==> config.mk <==
export PLATFORM = sky130hd
export DESIGN_NAME = serial_port
export DESIGN_NICKNAME = d
export VERILOG_FILES = /design/src/serial_port_pkg.sv /design/src/addr_match_if.sv /design/src/addr_match.sv /design/src/serial_port.sv
export VERILOG_INCLUDE_DIRS = /design/src
export SDC_FILE = /design/constraint.sdc
export NUM_CORES = 1
export LEC_CHECK = 0
export BUFFER_PORTS_ARGS = -buffer_cell sky130_fd_sc_hd__buf_2
export CELL_PAD_IN_SITES_DETAIL_PLACEMENT = 0
export CELL_PAD_IN_SITES_GLOBAL_PLACEMENT = 2
export CORE_UTILIZATION = 41
export CTS_CLUSTER_DIAMETER = 200
export DETAILED_ROUTE_END_ITERATION = 10
export PLACE_DENSITY_LB_ADDON = 0.1
export SLEW_MARGIN = 20
export SYNTH_ARGS = -nofsm -noshare
export SYNTH_HDL_FRONTEND = slang
export SYNTH_SLANG_ARGS = --single-unit
==> constraint.sdc <==
create_clock -name clk -period 7.7 [get_ports clk]
set_clock_uncertainty 0.05 [all_clocks]
set_input_delay 1.54 -clock clk [delete_from_list [all_inputs] [get_ports clk]]
set_output_delay 1.54 -clock clk [all_outputs]
set_load 0.05 [all_outputs]
==> src/serial_port_cfg.svh <==
`ifndef SERIAL_PORT_CFG_SVH
`define SERIAL_PORT_CFG_SVH

// Register indices, byte address is four times the index
`define CTRL_IDX          8'h98
`define BUF_IDX           8'h99
`define PWR_IDX           8'h87
`define SLV_ADDR_IDX      8'ha9
`define SLV_MASK_IDX      8'hb9

// Reset values
`define SLV_ADDR_RST      8'h00
`define SLV_MASK_RST      8'h00

// Serial control register fields
`define CTRL_SHARED_BIT   7
`define CTRL_MODE_HI_BIT  6
`define CTRL_MP_BIT       5
`define CTRL_RXEN_BIT     4
`define CTRL_TX9_BIT      3
`define CTRL_RX9_BIT      2
`define CTRL_TXDONE_BIT   1
`define CTRL_RXDONE_BIT   0

// Power control register fields
`define PWR_DBL_BIT       7
`define PWR_FESEL_BIT     6

// Timing counts in clocks, oversampling ticks and bits
`define SHIFT_DIV_SLOW    4'hc
`define SHIFT_DIV_FAST    4'h4
`define OSC_TICK_SLOW     2'h3
`define OSC_TICK_FAST     2'h1
`define OVS_LAST          4'hf
`define SAMPLE_FIRST      4'h8
`define SAMPLE_MID        4'h9
`define SAMPLE_LAST       4'ha
`define SHIFT_BITS        4'h8
`define FRAME_BITS_SHORT  4'h9
`define FRAME_BITS_LONG   4'ha

`endif

==> src/serial_port_pkg.sv <==
`default_nettype none
package serial_port_pkg;
	typedef enum logic [1:0] {MODE_SHIFT, MODE_ASYNC8, MODE_ASYNC9_OSC, MODE_ASYNC9_TMR} mode_t;
	typedef enum logic [1:0] {ARX_IDLE, ARX_FRAME} arx_state_t;
	typedef enum logic [1:0] {ATX_IDLE, ATX_FRAME} atx_state_t;
	typedef enum logic [1:0] {SH_IDLE, SH_OUT, SH_IN} sh_state_t;
endpackage
`default_nettype wire

==> src/addr_match_if.sv <==
`default_nettype none
interface addr_match_if;
	logic [7:0] rxByte;
	logic [7:0] slvAddr;
	logic [7:0] slvMask;
	logic       hit;
	modport requester (output rxByte, output slvAddr, output slvMask, input hit);
	modport matcher   (input rxByte, input slvAddr, input slvMask, output hit);
endinterface
`default_nettype wire

==> src/addr_match.sv <==
`default_nettype none
module addr_match (
	addr_match_if.matcher m
);
	logic [7:0] bcast;
	logic       givenHit;
	logic       bcastHit;

	// Masked compare, zero mask bits are don't care
	assign givenHit = ((m.rxByte ^ m.slvAddr) & m.slvMask) == 8'h00;
	// Broadcast pattern, zero bits are don't care
	assign bcast    = m.slvAddr | m.slvMask;
	assign bcastHit = (m.rxByte & bcast) == bcast;
	assign m.hit    = givenHit | bcastHit;
endmodule
`default_nettype wire

==> src/serial_port.sv <==
`default_nettype none
`include "serial_port_cfg.svh"
// How it works
// - Mode 3 equals mode 2, timer baud
// - Buffer write starts transmission, all modes
// - Shift mode receives when flag clear, enabled
// - Async receive starts on start bit
// - Mode 2: 11 bits, 32/64 clocks
// - Modes 1 and 3 use timer overflow
// - Missing stop bit raises framing error
// - Control bit 7 shared, select chooses
// - Framing error set by hardware, software clears
// - Multiprocessor 9-bit modes need address match
// - Multiprocessor off: every frame flags while receive flag clear
// - Mode 1 multiprocessor: stop and match
// - Given address is masked compare
// - Broadcast is address OR mask
// - Address registers at A9h/B9h, reset zero
// - Majority of samples 8, 9, 10
// - Ninth bit sent and received
// - Load only if flag clear, conditions met
// - Shift rate quarter or twelfth clock
module serial_port (
	input  wire logic        clk,
	input  wire logic        nrst,
	input  wire logic        psel,
	input  wire logic        penable,
	input  wire logic        pwrite,
	input  wire logic [11:0] paddr,
	input  wire logic [31:0] pwdata,
	output logic      [31:0] prdata,
	output logic             pready,
	output logic             pslverr,
	input  wire logic        timerOverflow,
	input  wire logic        rxdIn,
	output logic             rxdOut,
	output logic             rxdOe,
	output logic             txdOut,
	output logic             serialIrq
);
	logic                     rstMeta_r;
	logic                     rstN;
	logic                     pready_r;
	logic [31:0]              prdata_r;
	logic                     pslverr_r;
	logic                     modeLow_r;
	logic                     modeHigh_r;
	logic                     mpEnable_r;
	logic                     rxEnable_r;
	logic                     txNinth_r;
	logic                     rxNinth_r;
	logic                     txDone_r;
	logic                     rxDone_r;
	logic                     frameErr_r;
	logic                     feSelect_r;
	logic                     baudDbl_r;
	logic [7:0]               slvAddr_r;
	logic [7:0]               slvMask_r;
	logic [7:0]               rxBuf_r;
	logic                     tick_r;
	logic [1:0]               oscCnt_r;
	logic                     ovfHalf_r;
	serial_port_pkg::atx_state_t atx_r;
	logic [3:0]               atxCnt_r;
	logic [10:0]              atxShift_r;
	logic [3:0]               atxLeft_r;
	logic                     atxLine_r;
	serial_port_pkg::arx_state_t arx_r;
	logic [3:0]               arxCnt_r;
	logic [3:0]               arxIdx_r;
	logic [1:0]               arxSamp_r;
	logic [9:0]               arxShift_r;
	logic                     rxdPrev_r;
	serial_port_pkg::sh_state_t sh_r;
	logic [3:0]               shPhase_r;
	logic [3:0]               shBits_r;
	logic [7:0]               shData_r;
	logic                     shClk_r;
	logic                     shOut_r;
	logic                     evTxDone_r;
	logic                     evRxLoad_r;
	logic                     evFe_r;
	logic [7:0]               evByte_r;
	logic                     evNinth_r;
	logic                     txdOut_r;
	logic                     rxdOut_r;
	logic                     rxdOe_r;
	logic                     irq_r;
	serial_port_pkg::mode_t   mode;
	logic                     apbDone;
	logic                     apbWr;
	logic [7:0]               idx;
	logic                     idxOk;
	logic                     hit;
	logic [31:0]              rdMux;
	logic                     bufWrite;
	logic                     ctrlWrite;
	logic [3:0]               shDiv;
	logic [3:0]               shFall;
	logic [3:0]               shRise;
	logic                     vote;
	logic                     frameEnd;
	logic                     stopBit;
	logic                     ninthBit;
	logic                     acceptOk;
	logic [7:0]               frameByte;

	addr_match_if am ();

	addr_match u_match (
		.m (am.matcher)
	);

	// Reset release through two flops
	always_ff @(posedge clk or negedge nrst) begin
		if (!nrst) begin
			rstMeta_r <= 1'b0;
			rstN      <= 1'b0;
		end else begin
			rstMeta_r <= 1'b1;
			rstN      <= rstMeta_r;
		end
	end

	assign mode      = serial_port_pkg::mode_t'({modeHigh_r, modeLow_r});
	assign idx       = paddr[9:2];
	assign idxOk     = (paddr[1:0] == 2'h0) && (paddr[11:10] == 2'h0);
	assign apbDone   = psel & penable & pready_r;
	assign apbWr     = apbDone & pwrite & hit;
	assign bufWrite  = apbWr && (idx == `BUF_IDX);
	assign ctrlWrite = apbWr && (idx == `CTRL_IDX);

	// Address decode and read data
	always_comb begin
		hit   = idxOk;
		rdMux = 32'h0000_0000;
		if (!idxOk) begin
			hit = 1'b0;
		end else if (idx == `CTRL_IDX) begin
			rdMux[7:0] = {feSelect_r ? frameErr_r : modeLow_r, modeHigh_r, mpEnable_r,
				rxEnable_r, txNinth_r, rxNinth_r, txDone_r, rxDone_r};
		end else if (idx == `BUF_IDX) begin
			rdMux[7:0] = rxBuf_r;
		end else if (idx == `PWR_IDX) begin
			rdMux[`PWR_DBL_BIT]   = baudDbl_r;
			rdMux[`PWR_FESEL_BIT] = feSelect_r;
		end else if (idx == `SLV_ADDR_IDX) begin
			rdMux[7:0] = slvAddr_r;
		end else if (idx == `SLV_MASK_IDX) begin
			rdMux[7:0] = slvMask_r;
		end else begin
			hit = 1'b0;
		end
	end

	// APB answer one cycle into the access phase
	always_ff @(posedge clk or negedge rstN) begin
		if (!rstN) begin
			pready_r  <= 1'b0;
			prdata_r  <= 32'h0000_0000;
			pslverr_r <= 1'b0;
		end else begin
			pready_r  <= psel & penable & ~pready_r;
			prdata_r  <= (psel & penable & ~pready_r & ~pwrite) ? rdMux : 32'h0000_0000;
			pslverr_r <= psel & penable & ~pready_r & ~hit;
		end
	end

	// Control fields and power control
	always_ff @(posedge clk or negedge rstN) begin
		if (!rstN) begin
			modeLow_r  <= 1'b0;
			modeHigh_r <= 1'b0;
			mpEnable_r <= 1'b0;
			rxEnable_r <= 1'b0;
			txNinth_r  <= 1'b0;
			feSelect_r <= 1'b0;
			baudDbl_r  <= 1'b0;
		end else if (apbWr) begin
			if (idx == `CTRL_IDX) begin
				if (!feSelect_r) begin
					modeLow_r <= pwdata[`CTRL_SHARED_BIT];
				end
				modeHigh_r <= pwdata[`CTRL_MODE_HI_BIT];
				mpEnable_r <= pwdata[`CTRL_MP_BIT];
				rxEnable_r <= pwdata[`CTRL_RXEN_BIT];
				txNinth_r  <= pwdata[`CTRL_TX9_BIT];
			end else if (idx == `PWR_IDX) begin
				baudDbl_r  <= pwdata[`PWR_DBL_BIT];
				feSelect_r <= pwdata[`PWR_FESEL_BIT];
			end
		end
	end

	// Address registers
	always_ff @(posedge clk or negedge rstN) begin
		if (!rstN) begin
			slvAddr_r <= `SLV_ADDR_RST;
			slvMask_r <= `SLV_MASK_RST;
		end else if (apbWr && (idx == `SLV_ADDR_IDX)) begin
			slvAddr_r <= pwdata[7:0];
		end else if (apbWr && (idx == `SLV_MASK_IDX)) begin
			slvMask_r <= pwdata[7:0];
		end
	end

	// Hardware sets win over software writes
	always_ff @(posedge clk or negedge rstN) begin
		if (!rstN) begin
			txDone_r   <= 1'b0;
			rxDone_r   <= 1'b0;
			rxNinth_r  <= 1'b0;
			frameErr_r <= 1'b0;
			rxBuf_r    <= 8'h00;
		end else begin
			if (evTxDone_r) begin
				txDone_r <= 1'b1;
			end else if (ctrlWrite) begin
				txDone_r <= pwdata[`CTRL_TXDONE_BIT];
			end
			if (evRxLoad_r) begin
				rxDone_r  <= 1'b1;
				rxBuf_r   <= evByte_r;
				rxNinth_r <= evNinth_r;
			end else if (ctrlWrite) begin
				rxDone_r  <= pwdata[`CTRL_RXDONE_BIT];
				rxNinth_r <= pwdata[`CTRL_RX9_BIT];
			end
			if (evFe_r) begin
				frameErr_r <= 1'b1;
			end else if (ctrlWrite && feSelect_r) begin
				frameErr_r <= pwdata[`CTRL_SHARED_BIT];
			end
		end
	end

	// Oversampling tick, sixteen per bit
	always_ff @(posedge clk or negedge rstN) begin
		if (!rstN) begin
			tick_r    <= 1'b0;
			oscCnt_r  <= 2'h0;
			ovfHalf_r <= 1'b0;
		end else if (mode == serial_port_pkg::MODE_ASYNC9_OSC) begin
			oscCnt_r  <= (oscCnt_r == 2'h0) ? (baudDbl_r ? `OSC_TICK_FAST : `OSC_TICK_SLOW)
				: oscCnt_r - 2'h1;
			tick_r    <= (oscCnt_r == 2'h0);
		end else begin
			oscCnt_r  <= 2'h0;
			ovfHalf_r <= timerOverflow ? ~ovfHalf_r : ovfHalf_r;
			tick_r    <= timerOverflow & (baudDbl_r | ovfHalf_r);
		end
	end

	// Async transmitter on free-running divide-by-16
	always_ff @(posedge clk or negedge rstN) begin
		if (!rstN) begin
			atx_r      <= serial_port_pkg::ATX_IDLE;
			atxCnt_r   <= 4'h0;
			atxShift_r <= 11'h7ff;
			atxLeft_r  <= 4'h0;
			atxLine_r  <= 1'b1;
			evTxDone_r <= 1'b0;
		end else begin
			evTxDone_r <= 1'b0;
			if (tick_r) begin
				atxCnt_r <= atxCnt_r + 4'h1;
			end
			case (atx_r)
				serial_port_pkg::ATX_IDLE: begin
					if (bufWrite && (mode != serial_port_pkg::MODE_SHIFT)) begin
						atx_r      <= serial_port_pkg::ATX_FRAME;
						atxShift_r <= {1'b1, (mode == serial_port_pkg::MODE_ASYNC8) ? 1'b1
							: txNinth_r, pwdata[7:0], 1'b0};
						atxLeft_r  <= (mode == serial_port_pkg::MODE_ASYNC8) ?
							`FRAME_BITS_SHORT : `FRAME_BITS_LONG;
					end
				end
				serial_port_pkg::ATX_FRAME: begin
					if (tick_r && (atxCnt_r == `OVS_LAST)) begin
						atxLine_r  <= atxShift_r[0];
						atxShift_r <= {1'b1, atxShift_r[10:1]};
						atxLeft_r  <= atxLeft_r - 4'h1;
						if (atxLeft_r == 4'h0) begin
							atx_r      <= serial_port_pkg::ATX_IDLE;
							evTxDone_r <= 1'b1;
						end
					end
				end
				default: atx_r <= serial_port_pkg::ATX_IDLE;
			endcase
		end
	end

	assign vote      = (arxSamp_r[1] & arxSamp_r[0]) | (rxdIn & (arxSamp_r[1] | arxSamp_r[0]));
	assign frameEnd  = (arxIdx_r == ((mode == serial_port_pkg::MODE_ASYNC8) ?
		`FRAME_BITS_SHORT : `FRAME_BITS_LONG));
	assign stopBit   = vote;
	assign ninthBit  = (mode == serial_port_pkg::MODE_ASYNC8) ? vote : arxShift_r[9];
	assign frameByte = (mode == serial_port_pkg::MODE_ASYNC8) ? arxShift_r[9:2]
		: arxShift_r[8:1];
	assign am.rxByte  = frameByte;
	assign am.slvAddr = slvAddr_r;
	assign am.slvMask = slvMask_r;
	assign acceptOk  = ~rxDone_r & (~mpEnable_r | (ninthBit & stopBit & am.hit));

	// Async receiver
	always_ff @(posedge clk or negedge rstN) begin
		if (!rstN) begin
			arx_r      <= serial_port_pkg::ARX_IDLE;
			arxCnt_r   <= 4'h0;
			arxIdx_r   <= 4'h0;
			arxSamp_r  <= 2'h0;
			arxShift_r <= 10'h000;
			rxdPrev_r  <= 1'b1;
			evFe_r     <= 1'b0;
		end else begin
			evFe_r <= 1'b0;
			if (tick_r) begin
				rxdPrev_r <= rxdIn;
			end
			case (arx_r)
				serial_port_pkg::ARX_IDLE: begin
					if (tick_r && rxdPrev_r && !rxdIn && rxEnable_r &&
						(mode != serial_port_pkg::MODE_SHIFT)) begin
						arx_r    <= serial_port_pkg::ARX_FRAME;
						arxCnt_r <= 4'h0;
						arxIdx_r <= 4'h0;
					end
				end
				serial_port_pkg::ARX_FRAME: begin
					if (tick_r) begin
						arxCnt_r <= arxCnt_r + 4'h1;
						if ((arxCnt_r == `SAMPLE_FIRST) || (arxCnt_r == `SAMPLE_MID)) begin
							arxSamp_r <= {arxSamp_r[0], rxdIn};
						end
						if (arxCnt_r == `SAMPLE_LAST) begin
							arxIdx_r <= arxIdx_r + 4'h1;
							if ((arxIdx_r == 4'h0) && vote) begin
								arx_r <= serial_port_pkg::ARX_IDLE;
							end else if (frameEnd) begin
								arx_r  <= serial_port_pkg::ARX_IDLE;
								evFe_r <= ~stopBit;
							end else if (arxIdx_r != 4'h0) begin
								arxShift_r <= {vote, arxShift_r[9:1]};
							end
						end
					end
				end
				default: arx_r <= serial_port_pkg::ARX_IDLE;
			endcase
		end
	end

	assign shDiv  = mpEnable_r ? `SHIFT_DIV_FAST : `SHIFT_DIV_SLOW;
	assign shFall = shDiv >> 2;
	assign shRise = shDiv - (shDiv >> 2);

	// Synchronous shift engine, clock out on transmit pin
	always_ff @(posedge clk or negedge rstN) begin
		if (!rstN) begin
			sh_r      <= serial_port_pkg::SH_IDLE;
			shPhase_r <= 4'h0;
			shBits_r  <= 4'h0;
			shData_r  <= 8'h00;
			shClk_r   <= 1'b1;
			shOut_r   <= 1'b1;
		end else begin
			case (sh_r)
				serial_port_pkg::SH_IDLE: begin
					shPhase_r <= 4'h0;
					shBits_r  <= 4'h0;
					shClk_r   <= 1'b1;
					if (bufWrite && (mode == serial_port_pkg::MODE_SHIFT)) begin
						sh_r     <= serial_port_pkg::SH_OUT;
						shData_r <= pwdata[7:0];
					end else if ((mode == serial_port_pkg::MODE_SHIFT) && rxEnable_r &&
						!rxDone_r && !evRxLoad_r) begin
						sh_r <= serial_port_pkg::SH_IN;
					end
				end
				serial_port_pkg::SH_OUT, serial_port_pkg::SH_IN: begin
					shPhase_r <= (shPhase_r == shDiv - 4'h1) ? 4'h0 : shPhase_r + 4'h1;
					if ((shPhase_r == 4'h0) && (sh_r == serial_port_pkg::SH_OUT)) begin
						shOut_r <= shData_r[0];
					end
					if (shPhase_r == shFall) begin
						shClk_r <= 1'b0;
					end
					if (shPhase_r == shRise) begin
						shClk_r  <= 1'b1;
						shData_r <= {rxdIn, shData_r[7:1]};
						shBits_r <= shBits_r + 4'h1;
					end
					if ((shPhase_r == shDiv - 4'h1) && (shBits_r == `SHIFT_BITS)) begin
						sh_r <= serial_port_pkg::SH_IDLE;
					end
				end
				default: sh_r <= serial_port_pkg::SH_IDLE;
			endcase
		end
	end

	// Receive completion events from shift and async engines
	always_ff @(posedge clk or negedge rstN) begin
		if (!rstN) begin
			evRxLoad_r <= 1'b0;
			evByte_r   <= 8'h00;
			evNinth_r  <= 1'b0;
		end else begin
			evRxLoad_r <= 1'b0;
			if ((sh_r == serial_port_pkg::SH_IN) && (shPhase_r == shDiv - 4'h1) &&
				(shBits_r == `SHIFT_BITS)) begin
				evRxLoad_r <= 1'b1;
				evByte_r   <= shData_r;
				evNinth_r  <= rxNinth_r;
			end else if ((arx_r == serial_port_pkg::ARX_FRAME) && tick_r &&
				(arxCnt_r == `SAMPLE_LAST) && frameEnd && acceptOk) begin
				evRxLoad_r <= 1'b1;
				evByte_r   <= frameByte;
				evNinth_r  <= ninthBit;
			end
		end
	end

	// Pins and interrupt request
	always_ff @(posedge clk or negedge rstN) begin
		if (!rstN) begin
			txdOut_r <= 1'b1;
			rxdOut_r <= 1'b1;
			rxdOe_r  <= 1'b0;
			irq_r    <= 1'b0;
		end else begin
			txdOut_r <= (mode == serial_port_pkg::MODE_SHIFT) ? shClk_r : atxLine_r;
			rxdOut_r <= shOut_r;
			rxdOe_r  <= (sh_r == serial_port_pkg::SH_OUT);
			irq_r    <= txDone_r | rxDone_r;
		end
	end

	assign prdata    = prdata_r;
	assign pready    = pready_r;
	assign pslverr   = pslverr_r;
	assign txdOut    = txdOut_r;
	assign rxdOut    = rxdOut_r;
	assign rxdOe     = rxdOe_r;
	assign serialIrq = irq_r;
endmodule
`default_nettype wire

Yosys cells after proc, flatten, opt, wreduce, memory -nomap -nowiden
Cells that the tools add are included.

Register bits after elaboration: 132. Bits in latches: 0. RAM bits: 0. Memory bits (read-only): 0. Input bits: 51. Logic and storage cells: 277. Memories: 0.

Add/subtract/negate cells: 9. Multipliers: 0. Divide/modulo/power cells: 0. $lt $le $gt $ge: 0. Equal/unequal tests: 33. Shift-type cells: 0. Mux-type cells: 83. Bitwise logic cells: 36. Reductions and logical operators: 68.

Operators by type and width (count): 8-bit 2-to-1 mux (11); 8-bit equality test (second input constant) (5); 4-bit case mux with 2 select lines (5); 4-bit 2-to-1 mux (9); 1-bit 2-to-1 mux (33); 2-bit 2-to-1 mux (16); 1-bit logical AND (25); 11-bit 2-to-1 mux (2); 11-bit case mux with 2 select lines (1); 3-bit AND reduction (7); 4-bit by 1-bit adder with 4-bit output (second input constant) (5); 4-bit equality test (second input constant) (5); 2-bit != test (second input constant) (9); 8-bit bitwise AND (2); 8-bit case mux with 2 select lines (1); 2-bit AND reduction (8); 2-bit nonzero test (8); 2-bit logical NOT (7); 1-bit bitwise AND (13); 1-bit NOT (13); 4-bit equality test (3); 4-bit logical NOT (3); 2-bit case mux with 2 select lines (3); 3-bit != test (second input constant) (3); 19 further kinds (32).

Logic depth before layout (Yosys ltp)
Gate-level depths: netlist of run 1.

Word-level depth: 12. Gate-level depth with buffers: 10. Gate-level depth less buffers: 8.

By module
A second synthesis of run 1 with hierarchy kept.

Cells, all modules: 610. Area total of the unflattened synthesis: 6606.3 µm².

By module, submodules not included: serial_port (times used 1, cells each 584, area each 6421.2 µm², sequential area each 3223.1 µm²); addr_match (times used 1, cells each 26, area each 185.2 µm², sequential area each 0.0 µm²).

Least setup slack after synthesis of run 1
OpenSTA, ideal clock, no wires.

Path type: input to register. From: in paddr[1]. To: reg frameErr_r. Data arrival time: 3.138 ns. Path slack: 4.385 ns. Stages on the path: 6. Cells stage by stage: or4_1 nor2_1 and2_1 buf_2 a21boi_0 a311o_1.

Cells in the longest elaborated chain, start to end: 7.

Ends and longest elaborated chain: from (decl) (RTL line serial_port.sv:29) `input wire logic [11:0] paddr,`; 2-bit logical NOT (RTL line serial_port.sv:127) `assign idxOk = (paddr[1:0] == 2'h0) && (paddr[11:10] == 2'h0);`; 1-bit logical AND (RTL line serial_port.sv:127); 1-bit 2-to-1 mux (RTL line serial_port.sv:137) `if (!idxOk) begin`; 1-bit bitwise AND (RTL line serial_port.sv:129) `assign apbWr = apbDone & pwrite & hit;`; 1-bit logical AND (RTL line serial_port.sv:131) `` assign ctrlWrite = apbWr && (idx == `CTRL_IDX); ``; 1-bit logical AND (RTL line serial_port.sv:231) `end else if (ctrlWrite && feSelect_r) begin`; 2-bit nonzero test (no source line); to (signal assigned) (RTL line serial_port.sv:232) `` frameErr_r <= pwdata[`CTRL_SHARED_BIT]; ``; to (decl) (RTL line serial_port.sv:54) `logic frameErr_r;`.

Every way passes these cells. A chain may end at the register's enable or synchronous reset.

Final worst setup path of run 1
From: in paddr[1]. To: reg atxShift_r[8].

Cells in the longest elaborated chain, start to end: 8.

Ends and longest elaborated chain: 2-bit logical NOT (RTL line serial_port.sv:127); 1-bit logical AND (RTL line serial_port.sv:127); 1-bit 2-to-1 mux (RTL line serial_port.sv:137); 1-bit bitwise AND (RTL line serial_port.sv:129); 1-bit logical AND (RTL line serial_port.sv:130) `` assign bufWrite = apbWr && (idx == `BUF_IDX); ``; 1-bit logical AND (RTL line serial_port.sv:270) `if (bufWrite && (mode != serial_port_pkg::MODE_SHIFT)) begin`; 2-bit != test (no source line); 3-bit AND reduction (no source line); to (signal assigned) (RTL line serial_port.sv:272) `atxShift_r <= {1'b1, (mode == serial_port_pkg::MODE_ASYNC8) ? 1'b1`; to (signal assigned) (RTL line serial_port.sv:281) `atxShift_r <= {1'b1, atxShift_r[10:1]};`; to (decl) (RTL line serial_port.sv:65) `logic [10:0] atxShift_r;`.

Every way passes these cells.

==> reports/metrics.yaml, run 1 <==
status: "finished, final reports clean"
fin_setup_tns_ps: 0
critPathLaunchType: "input port"
first_iter_violations: 279
die_area_sq_mm: 0.0168
ys_ff_latch: 128
drv_cap: 0
peakVddDrop_mv: 0.140
netlist_instances: 613
cts_sinks: 128
power_density_mw_per_mm2: 218
path_clk_slew_ps: 60
core.rowCount: 46
register_area_sq_mm: 0.00323
r2r-start: "modeLow_r$_DFFE_PN0P_"
num_antenna_cells: 0
final-hold-violation-count: 0
cts_tree: "yes"
io_buffers: 40
critPathBufInv: 1
drtPass1Iterations: 5
m1WireLength_um: 7680
finalSetupViolCount: 0
synth-edff-count: 0
synth.avg_cell_area_sq_um: 10.9
ys_async_sr_fraction_pct: 100
grt-ovfl-total: 0
grt_max_degree: 78
synth_warnings: 0
synth.distinct_cells: 71
netlist_top_cells_count: "dfrtp_1 (112), nand2_1 (63), mux2_2 (53)"
wl_per_cell_um: 18.0
r2r_end: "evByte_r[3]$_DFFE_PN0P_"
critical_path.slowest_cell: "nand4_1"
yosysSeqAreaShare_pct: 48.4
dp_hpwl_um: 10900
power.leakage_uw: 0.00333
nets: 717
synth_top_area_share_pct: 42.1
cts_setup_buffers: 0
synthSimpleGateAreaFrac_pct: 14.0
drc_errors: 0
cts_buffers: 17
finalCriticalPeriod_ps: 3680
reg2reg_slack_ps: 4340
area_growth_pct: 13.3
die_w_um: 129
max_freq_ghz: 0.272
endpoint_kind: "flip-flop"
fin_hold_ws_ps: 243
max-slew-margin-rel_pct: 39.9
antenna_found_initial: 0
slew_violations: 0
wl_met2_um: 7460
synth.area.top_cells: "dfrtp_1 (42%), mux2_2 (9.0%), dfstp_2 (6.3%)"
grt_pass1_wl_um: 25300
synth_compound_area_share_pct: 13.5
top_layer: "met4"
layout-drive-gt1-share_pct: 29.0
met3WireLength_um: 568
placed_area_sq_mm: 0.00692
yosysMostFrequentCell: "dfrtp_1"
critPathRequiredTime_ps: 7980
worst_slew_pin_slew_ps: 900
ant_nets: 0
crit_fanout: 16
reg2reg_depth: 7
htreeDepth: 4
fin_crit_sh_pct: 47.7
cp.arrival_ps: 3960
clockBufferDepth: 2
synthFlopType: "dfrtp_1"
start_util_pct: 41.9
slowest_delay_ps: 690
grt_pass1_vias: 4416
path_delay_family: "simple AND/OR/NAND/NOR gates"
worst_hold_path_type: "reg2async"
grtUsageTotal_pct: 20.4
crit_chain: "buf_2 > or4_1 > nor2_1 > nand4_1 > o221a_2"
ctsResizeCount: 0
synth_top_family_by_area: "simple AND/OR/NAND/NOR gates"
multi_input_area_sq_mm: 0.00312
hold_buffers: 0
num_io_pins: 89
synthAdderAreaFrac_pct: 3.35
via_count: 4588
synthMuxAreaShare_pct: 12.4
synth_xor_xnor_area_share_pct: 2.10
rsz0062_at_grt: "false"
crit_type: "in2reg"
die_h_um: 129
worstSkewPairLatency_ps: 410
syn_area_sq_mm: 0.00666
wl_um: 15800
finalWeightedCongestion: 0.783
core_sq_mm: 0.0159
viasPerCell: 5.23
synth_top_area_cell: "dfrtp_1"
root_buffer: "clkbuf_16"
fin_area_sq_mm: 0.00754
n_fill_cell: 1509
## layer usage
metal / vias to the layer above / GRT usage (%)
li1: 2208 / -
met1: 2303 / 29.2
met2: 72 / 31.0
met3: 5 / 5.00
met4: 0 / 4.92
met5: - / 0
## sequential cells by signal, indices dropped and copies added, names as in the netlist, 2 cells and up
signal      flops
rxBuf_r         8
shData_r        8
arxIdx_r        4
arxShift_r      9
arxCnt_r        4
arxSamp_r       2
shBits_r        4
shPhase_r       4
atxLeft_r       4
evByte_r        8
prdata          8
am.slvAddr      8
am.slvMask      8
oscCnt_r        2
atxCnt_r        4
sh_r            2
atxShift_r     10
## power by group
group	switching, uW	internal (uW)
clock network	304	506
registers	26.1	706
logic	68.9	34.1
total	399	1250
## placed cells by master (no fill, tap or decap), drive strengths merged, types with 3 or more instances in the layout
cell type and instances:
or2 11, nand3b 4, clkinvlp 5, o221a 7
a222oi 6, mux2i 20, nor3 10, bufinv 3
o21ai 24, a21o 3, nor2b 6, xor2 5
and3 4, a21oi 33, xnor2 11, conb 25
clkinv 7, nand4 6, inv 20, a22oi 3
o22ai 3, a31o 9, nor2 35, a21boi 3
dfrtp 112, nor3b 3, nand2b 7, ha 17
a22o 11, nand3 22, nand2 64, mux2 54
dfstp 16, buf 45, clkbuf 17
## cell families (layout without fill, tap and decap cells)
family / count (synthesis) / in the layout
xor gates and xnor gates: 16 / 16
other: 2 / 25
muxes: 74 / 74
and+or+nand+nor: 187 / 187
adders and majority gates: 18 / 18
AOI/OAI and AO/OA: 117 / 117
DFF: 128 / 128
buffers and inverters: 71 / 97
## worst max-delay path by stage
stage                        start                   endpoint  slack [ps]  cells past startpoint
global placement          paddr[1]  atxShift_r[1]$_DFFE_PN1P_        3560                      5
finish                    paddr[1]  atxShift_r[8]$_DFFE_PN1P_        4020                      5
global route              paddr[1]  atxShift_r[3]$_DFFE_PN1P_        3940                      5
detailed placement        paddr[1]  atxShift_r[3]$_DFFE_PN1P_        3570                      5
CTS                       paddr[1]  atxShift_r[1]$_DFFE_PN1P_        4020                      5
floorplan           rstN$_DFF_PN0_  am.slvAddr[0]$_DFFE_PN0P_        3850                      0
## area by class of cell
class / instances / area share [%]
clock buffer: 17 / 5.64
clock inverter: 15 / 2.26
inverter: 20 / 0.995
multi-input combinational: 437 / 41.3
sequential: 128 / 42.8
tap: 216 / 3.58
timing repair buffer: 45 / 3.42
## metrics by stage
stage / setup slack (ps) / cells / total power, uW / util (%)
CTS: 4020 / 877 / 1660 / 47.3
global placement: 3560 / 845 / 843 / 43.6
global route: 3940 / 878 / 1710 / 47.5
floorplan: 3850 / 636 / 824 / -
finish: 4020 / 878 / 1650 / 47.5
detailed placement: 3570 / 845 / 846 / 43.6
No activity file was read; power rests on OpenSTA's default activity.
==> inputs of run 2 (changes only) <==
--- a/config.mk
+++ b/config.mk
@@ -9,7 +9,7 @@
 export BUFFER_PORTS_ARGS = -buffer_cell sky130_fd_sc_hd__buf_2
 export CELL_PAD_IN_SITES_DETAIL_PLACEMENT = 0
 export CELL_PAD_IN_SITES_GLOBAL_PLACEMENT = 2
-export CORE_UTILIZATION = 41
+export CORE_UTILIZATION = 38
 export CTS_CLUSTER_DIAMETER = 200
 export DETAILED_ROUTE_END_ITERATION = 10
 export PLACE_DENSITY_LB_ADDON = 0.1
==> constraint.sdc (replaced) <==
create_clock -name clk -period 3.4 [get_ports clk]
set_clock_uncertainty 0.05 [all_clocks]
set_input_delay 0.68 -clock clk [delete_from_list [all_inputs] [get_ports clk]]
set_output_delay 0.68 -clock clk [all_outputs]
set_load 0.05 [all_outputs]
==> run 2 against run 1 <==
Net effect:
- register-to-register slack got worse by 3700 ps
- final cell count is 2.6% higher
- global-route usage down 1.1 points
- non-clock buffer count grew 14
- critical path depth is 3 higher
- routed wire length is 1.1% higher
- sequential power is 130% higher
- cell area rose by 1.6%
- die area rose by 7.8%
- sequential cell count did not move
- clock power grew 120%
- critical path type is now reg2reg
==> reports/metrics.yaml, run 2 (same netlist as run 1, synthesis figures left out) <==
status: "finished, final reports clean"
core.rowCount: 48
worstSkewPairLatency_ps: 430
core_sq_mm: 0.0172
finalSetupViolCount: 0
ant_nets: 0
final_cell_mix: "dfrtp_1 (111), nand2_1 (63), mux2_2 (53)"
hold_path_end: "rstN$_DFF_PN0_"
grt_max_degree: 54
die_area_sq_mm: 0.0181
cp.arrival_ps: 3040
r2r_end: "evByte_r[0]$_DFFE_PN0P_"
first_iter_violations: 256
rsz0062_at_grt: "false"
grtUsageTotal_pct: 19.2
grt-ovfl-total: 0
stdcell_count: 901
antenna_found_initial: 0
viasPerCell: 5.21
critPathRequiredTime_ps: 3660
crit_chain: "nand2b_1 > mux2i_2 > mux2i_1 > a2111oi_2 > a31o_1 > buf_12 > a31o_1 > o21ai_2"
r2r-start: "modeLow_r$_DFFE_PN0P_"
worst_slew_pin_slew_ps: 907
wl_per_cell_um: 17.7
cts_setup_buffers: 0
final-hold-violation-count: 0
grt_pass1_vias: 4615
reg.largest.list: "atxShift_r: 10 flops, arxShift_r: 9 flops"
max_freq_ghz: 0.360
fin_setup_tns_ps: 0
die_w_um: 134
reg2reg_slack_ps: 620
largest_reg_flops: 10
crit_fanout: 14
dp_hpwl_um: 11300
layout-drive-gt1-share_pct: 30.3
cts_tree: "yes"
slew_violations: 0
cts_sinks: 128
finalWeightedCongestion: 0.774
drc_errors: 0
critPathLaunchType: "flip-flop"
hold_depth: 0
setup_ws_ps: 625
num_io_pins: 89
holdCritStartpoint: "rstMeta_r$_DFF_PN0_"
pre_cts_ws_ps: 653
die_h_um: 134
area_growth_pct: 15.1
endpoint_kind: "flip-flop"
power_uw: 3710
regMostFlops: "atxShift_r"
drtPass1Iterations: 5
drv_cap: 0
power_switching_uw: 915
p_int_uw: 2800
start_util_pct: 38.8
max-slew-margin-rel_pct: 39.4
cts_buffers: 17
path_clk_slew_ps: 60
via_count: 4691
nets: 731
clockBufferDepth: 2
root_buffer: "clkbuf_16"
ctsResizeCount: 0
crit_top_cell: "a31o_1"
power.leakage_uw: 0.00340
num_antenna_cells: 0
slowest_delay_ps: 470
worst_hold_path_type: "reg2reg"
place_inst: 868
grt_pass1_wl_um: 26000
peakVddDrop_mv: 0.365
wl_um: 15900
io_buffers: 40
finalCriticalPeriod_ps: 2780
power_frac_comb_pct: 6.7
pwr-share-clk_pct: 48.9
power_density_mw_per_mm2: 484
fin_crit_sh_pct: 81.6
reg2reg_depth: 8
htreeDepth: 4
final_common_cell: "dfrtp_1"
switching_share_pct: 24.7
seqPwrFrac_pct: 44.4
crit_type: "reg2reg"
critical_path.slowest_cell: "dfrtp_1"
[run 2: changes by cell type in the layout (fill, tap and decap cells not counted)]
cell,change
clkbuf_8,+2
buf_4,+12
buf_12,+2
bufinv_16,-1
clkinv_2,-2
clkinv_4,+1
dlygate4sd3_1,+1
buf_16,-1
[run 2: power groups by stage]
stage          clock network [uW]  logic (uW)  registers, uW
2_1_floorplan                   0         185           1680
3_3_place_gp                    0         245           1670
3_5_place_dp                    0         250           1680
4_1_cts                      1860         252           1650
5_1_grt                      1940         280           1660
6_report                     1810         248           1650
[run 2: worst max path at each step]
stage / startpoint / cells after the start / end
floorplan: paddr[1] / 6 / frameErr_r$_DFFE_PN0P_
global route: modeLow_r$_DFFE_PN0P_ / 8 / evByte_r[1]$_DFFE_PN0P_
finish: modeLow_r$_DFFE_PN0P_ / 8 / evByte_r[0]$_DFFE_PN0P_
CTS: modeLow_r$_DFFE_PN0P_ / 8 / evByte_r[0]$_DFFE_PN0P_
detailed placement: modeLow_r$_DFFE_PN0P_ / 8 / evByte_r[0]$_DFFE_PN0P_
global placement: modeLow_r$_DFFE_PN0P_ / 8 / evByte_r[1]$_DFFE_PN0P_
[run 2: stage by stage]
| step | hold WS, ps | cell area (sq um) | util [%] |
|---|---|---|---|
| after floorplan | 281 | 6750 | - |
| after global placement | 290 | 7060 | 41.1 |
| after detailed placement | 288 | 7060 | 41.1 |
| after CTS | 310 | 7660 | 44.6 |
| after global routing | 315 | 7660 | 44.6 |
| final | 306 | 7660 | 44.6 |
[run 2: final cells by class]
type / instances / area [sq um]
clock inverters: 13 / 139
well taps: 225 / 282
flip-flops and latches: 128 / 3230
clock buffers: 19 / 453
inverters: 20 / 75.1
fillers: 1689 / 9510
multi-input cells: 437 / 3120
repair buffers: 59 / 370
[run 2: critical path, delay by kind of cell (launching register included)]
kind,cells,cell delay (ps)
buffers and inverters,1,190
flip-flops,1,470
multiplexers,2,630
AO/OA/AOI/OAI,4,920
AND/OR/NAND/NOR,1,400
[run 2: metal layers]
layer / vias up / track usage, % / part of all wire, %
met2: 102 / 29.9 / 47
met4: 0 / 6.87 / 1.7
met3: 17 / 4.50 / 3.4
li1: 2236 / - / -
met1: 2336 / 26.2 / 48
met5: - / 0 / 0
[run 2: repair_timing]
item | CTS | global route
endpoints found under the hold margin | 2 | 0
hold buffers | 1 | 0
endpoints found under the setup margin | 0 | 0
==> inputs of run 3 (changes only) <==
--- a/config.mk
+++ b/config.mk
@@ -9,7 +9,7 @@
 export BUFFER_PORTS_ARGS = -buffer_cell sky130_fd_sc_hd__buf_2
 export CELL_PAD_IN_SITES_DETAIL_PLACEMENT = 0
 export CELL_PAD_IN_SITES_GLOBAL_PLACEMENT = 2
-export CORE_UTILIZATION = 38
+export CORE_UTILIZATION = 34
 export CTS_CLUSTER_DIAMETER = 200
 export DETAILED_ROUTE_END_ITERATION = 10
 export PLACE_DENSITY_LB_ADDON = 0.1
==> constraint.sdc (replaced) <==
create_clock -name clk -period 2.4 [get_ports clk]
set_clock_uncertainty 0.05 [all_clocks]
set_input_delay 0.48 -clock clk [delete_from_list [all_inputs] [get_ports clk]]
set_output_delay 0.48 -clock clk [all_outputs]
set_load 0.05 [all_outputs]
==> run 3 against run 2 <==
Net effect:
- critical path depth up 2
- routed wire length rose by 5.8%
- die area rose by 12%
- count of clock-buffer cells in the layout increased by 1
- cell area grew 4.0%
- total power increased by 41%
- sequential share of layout area down 1.6 points
- final cell count increased by 6.1%
==> reports/metrics.yaml, run 3 (same netlist as run 1, synthesis figures left out) <==
crit_fanout: 17
grt_pass1_vias: 4690
switching_share_pct: 24.3
clockBufferDepth: 2
viasPerCell: 4.96
met3_usage_pct: 3.60
largest_reg_flops: 10
global_route.usage.met2_pct: 28.0
antenna_found_initial: 0
via_count: 4746
core_sq_mm: 0.0190
fin_crit_sh_pct: 94.1
drc_errors: 0
top_usage_layer: "met2"
post-route-util_pct: 42.1
die_w_um: 142
status: "finished, final reports clean"
cts_tree: "yes"
reg2reg_depth: 10
start_util_pct: 35.1
power_frac_comb_pct: 7.0
crit_type: "reg2reg"
core.rowCount: 50
area_growth_pct: 19.8
wl_per_cell_um: 17.7
n_fill_cell: 1845
finalWeightedCongestion: 0.791
drv_cap: 0
dp_hpwl_um: 11900
cts_sinks: 128
slew_violations: 0
setup_ws_ps: 141
max_freq_ghz: 0.443
final_cell_mix: "dfrtp_1 (111), nand2_1 (63), mux2_2 (53)"
grt_max_degree: 42
fin_area_sq_mm: 0.00797
final_common_cell: "dfrtp_1"
worstSkewPairLatency_ps: 420
layout-drive-gt1-share_pct: 32.6
peakVddDrop_mv: 0.510
drtPass1Iterations: 5
grtUsageTotal_pct: 18.0
nets: 752
grt-ovfl-total: 0
path_clk_slew_ps: 60
endpoint_kind: "flip-flop"
htreeDepth: 4
pre_cts_ws_ps: 42.8
finalCriticalPeriod_ps: 2260
fin_setup_tns_ps: 0
seqPwrFrac_pct: 44.6
placed_area_sq_mm: 0.00733
root_buffer: "clkbuf_16"
wl_um: 16900
max-slew-margin-rel_pct: 53.6
pwr-share-clk_pct: 48.4
first_iter_violations: 256
power_switching_uw: 1270
grt_use_met1_pct: 24.9
rsz0062_at_grt: "false"
power.leakage_uw: 0.00354
io_buffers: 40
num_io_pins: 89
ant_nets: 0
num_antenna_cells: 0
die_area_sq_mm: 0.0201
cp.arrival_ps: 2520
worst_hold_path_type: "reg2async"
p_int_uw: 3950
grt_pass1_wl_um: 26900
final-hold-violation-count: 0
critPathLaunchType: "flip-flop"
die_h_um: 142
reg.largest.list: "atxShift_r: 10 flops, arxShift_r: 9 flops"
regMostFlops: "atxShift_r"
critPathRequiredTime_ps: 2660
power_density_mw_per_mm2: 655
cts_buffers: 17
worst_slew_pin_slew_ps: 694
finalSetupViolCount: 0
[run 3: worst paths after layout]
path,start,end,slack (ps)
max,modeHigh_r$_DFFE_PN0P_,evByte_r[4]$_DFFE_PN0P_,140
min,rstN$_DFF_PN0_,atxLeft_r[1]$_DFFE_PN0P_,200
max reg2reg,modeHigh_r$_DFFE_PN0P_,evByte_r[4]$_DFFE_PN0P_,140
min reg2reg,rstN$_DFF_PN0_,atxLeft_r[1]$_DFFE_PN0P_,200
max in group asynchronous,rstN$_DFF_PN0_,rxdOut$_DFF_PN1_,1360
min in group clk,timerOverflow,tick_r$_DFF_PN0_,270
[run 3: per-stage QoR]
stage / cells / hold slack (ps) / total power, uW
2_1_floorplan: 636 / 134 / 2640
3_3_place_gp: 921 / 216 / 2730
3_5_place_dp: 921 / 218 / 2740
4_1_cts: 953 / 226 / 5300
5_1_grt: 956 / 245 / 5430
6_report: 956 / 204 / 5220
[run 3: repair_timing]
item | in CTS | in global routing
buffers inserted | 0 | 3
endpoints found under the setup margin | 0 | 9
hold buffers | 1 | 0
hold endpoints to repair | 2 | 0
resized for setup | 0 | 6
[run 3: area by class of cell]
cell class              count  area [sq um]  area share, %
well taps                 260           325           4.08
repair buffers             80           616           7.72
clock buffers              20           457           5.73
flip-flops and latches    128          3230           40.5
multi-input cells         437          3160           39.6
clock inverters            11           115           1.44
inverters                  20          75.1          0.942
[run 3: layer usage]
layer	vias to the layer above	wire length (um)
met4	0	218
met1	2369	8250
li1	2283	-
met5	-	0
met2	80	7910
met3	14	499
[run 3: critical path, cell delays in order (launching register included)]
cell and delay [ps]:
dfrtp_1 390, buf_4 150, nor2b_4 150, mux2i_1 110
buf_4 160, a22o_1 210, o41ai_2 330, a31o_1 190
buf_12 170, a31o_1 190, o21ai_2 50
[run 3: power by group through the flow]
| stage | Clock (uW) | Combinational, uW | Sequential, uW |
|---|---|---|---|
| 2_1_floorplan | 0 | 263 | 2380 |
| 3_3_place_gp | 0 | 361 | 2360 |
| 3_5_place_dp | 0 | 370 | 2370 |
| 4_1_cts | 2600 | 372 | 2330 |
| 5_1_grt | 2680 | 406 | 2350 |
| 6_report | 2530 | 365 | 2330 |
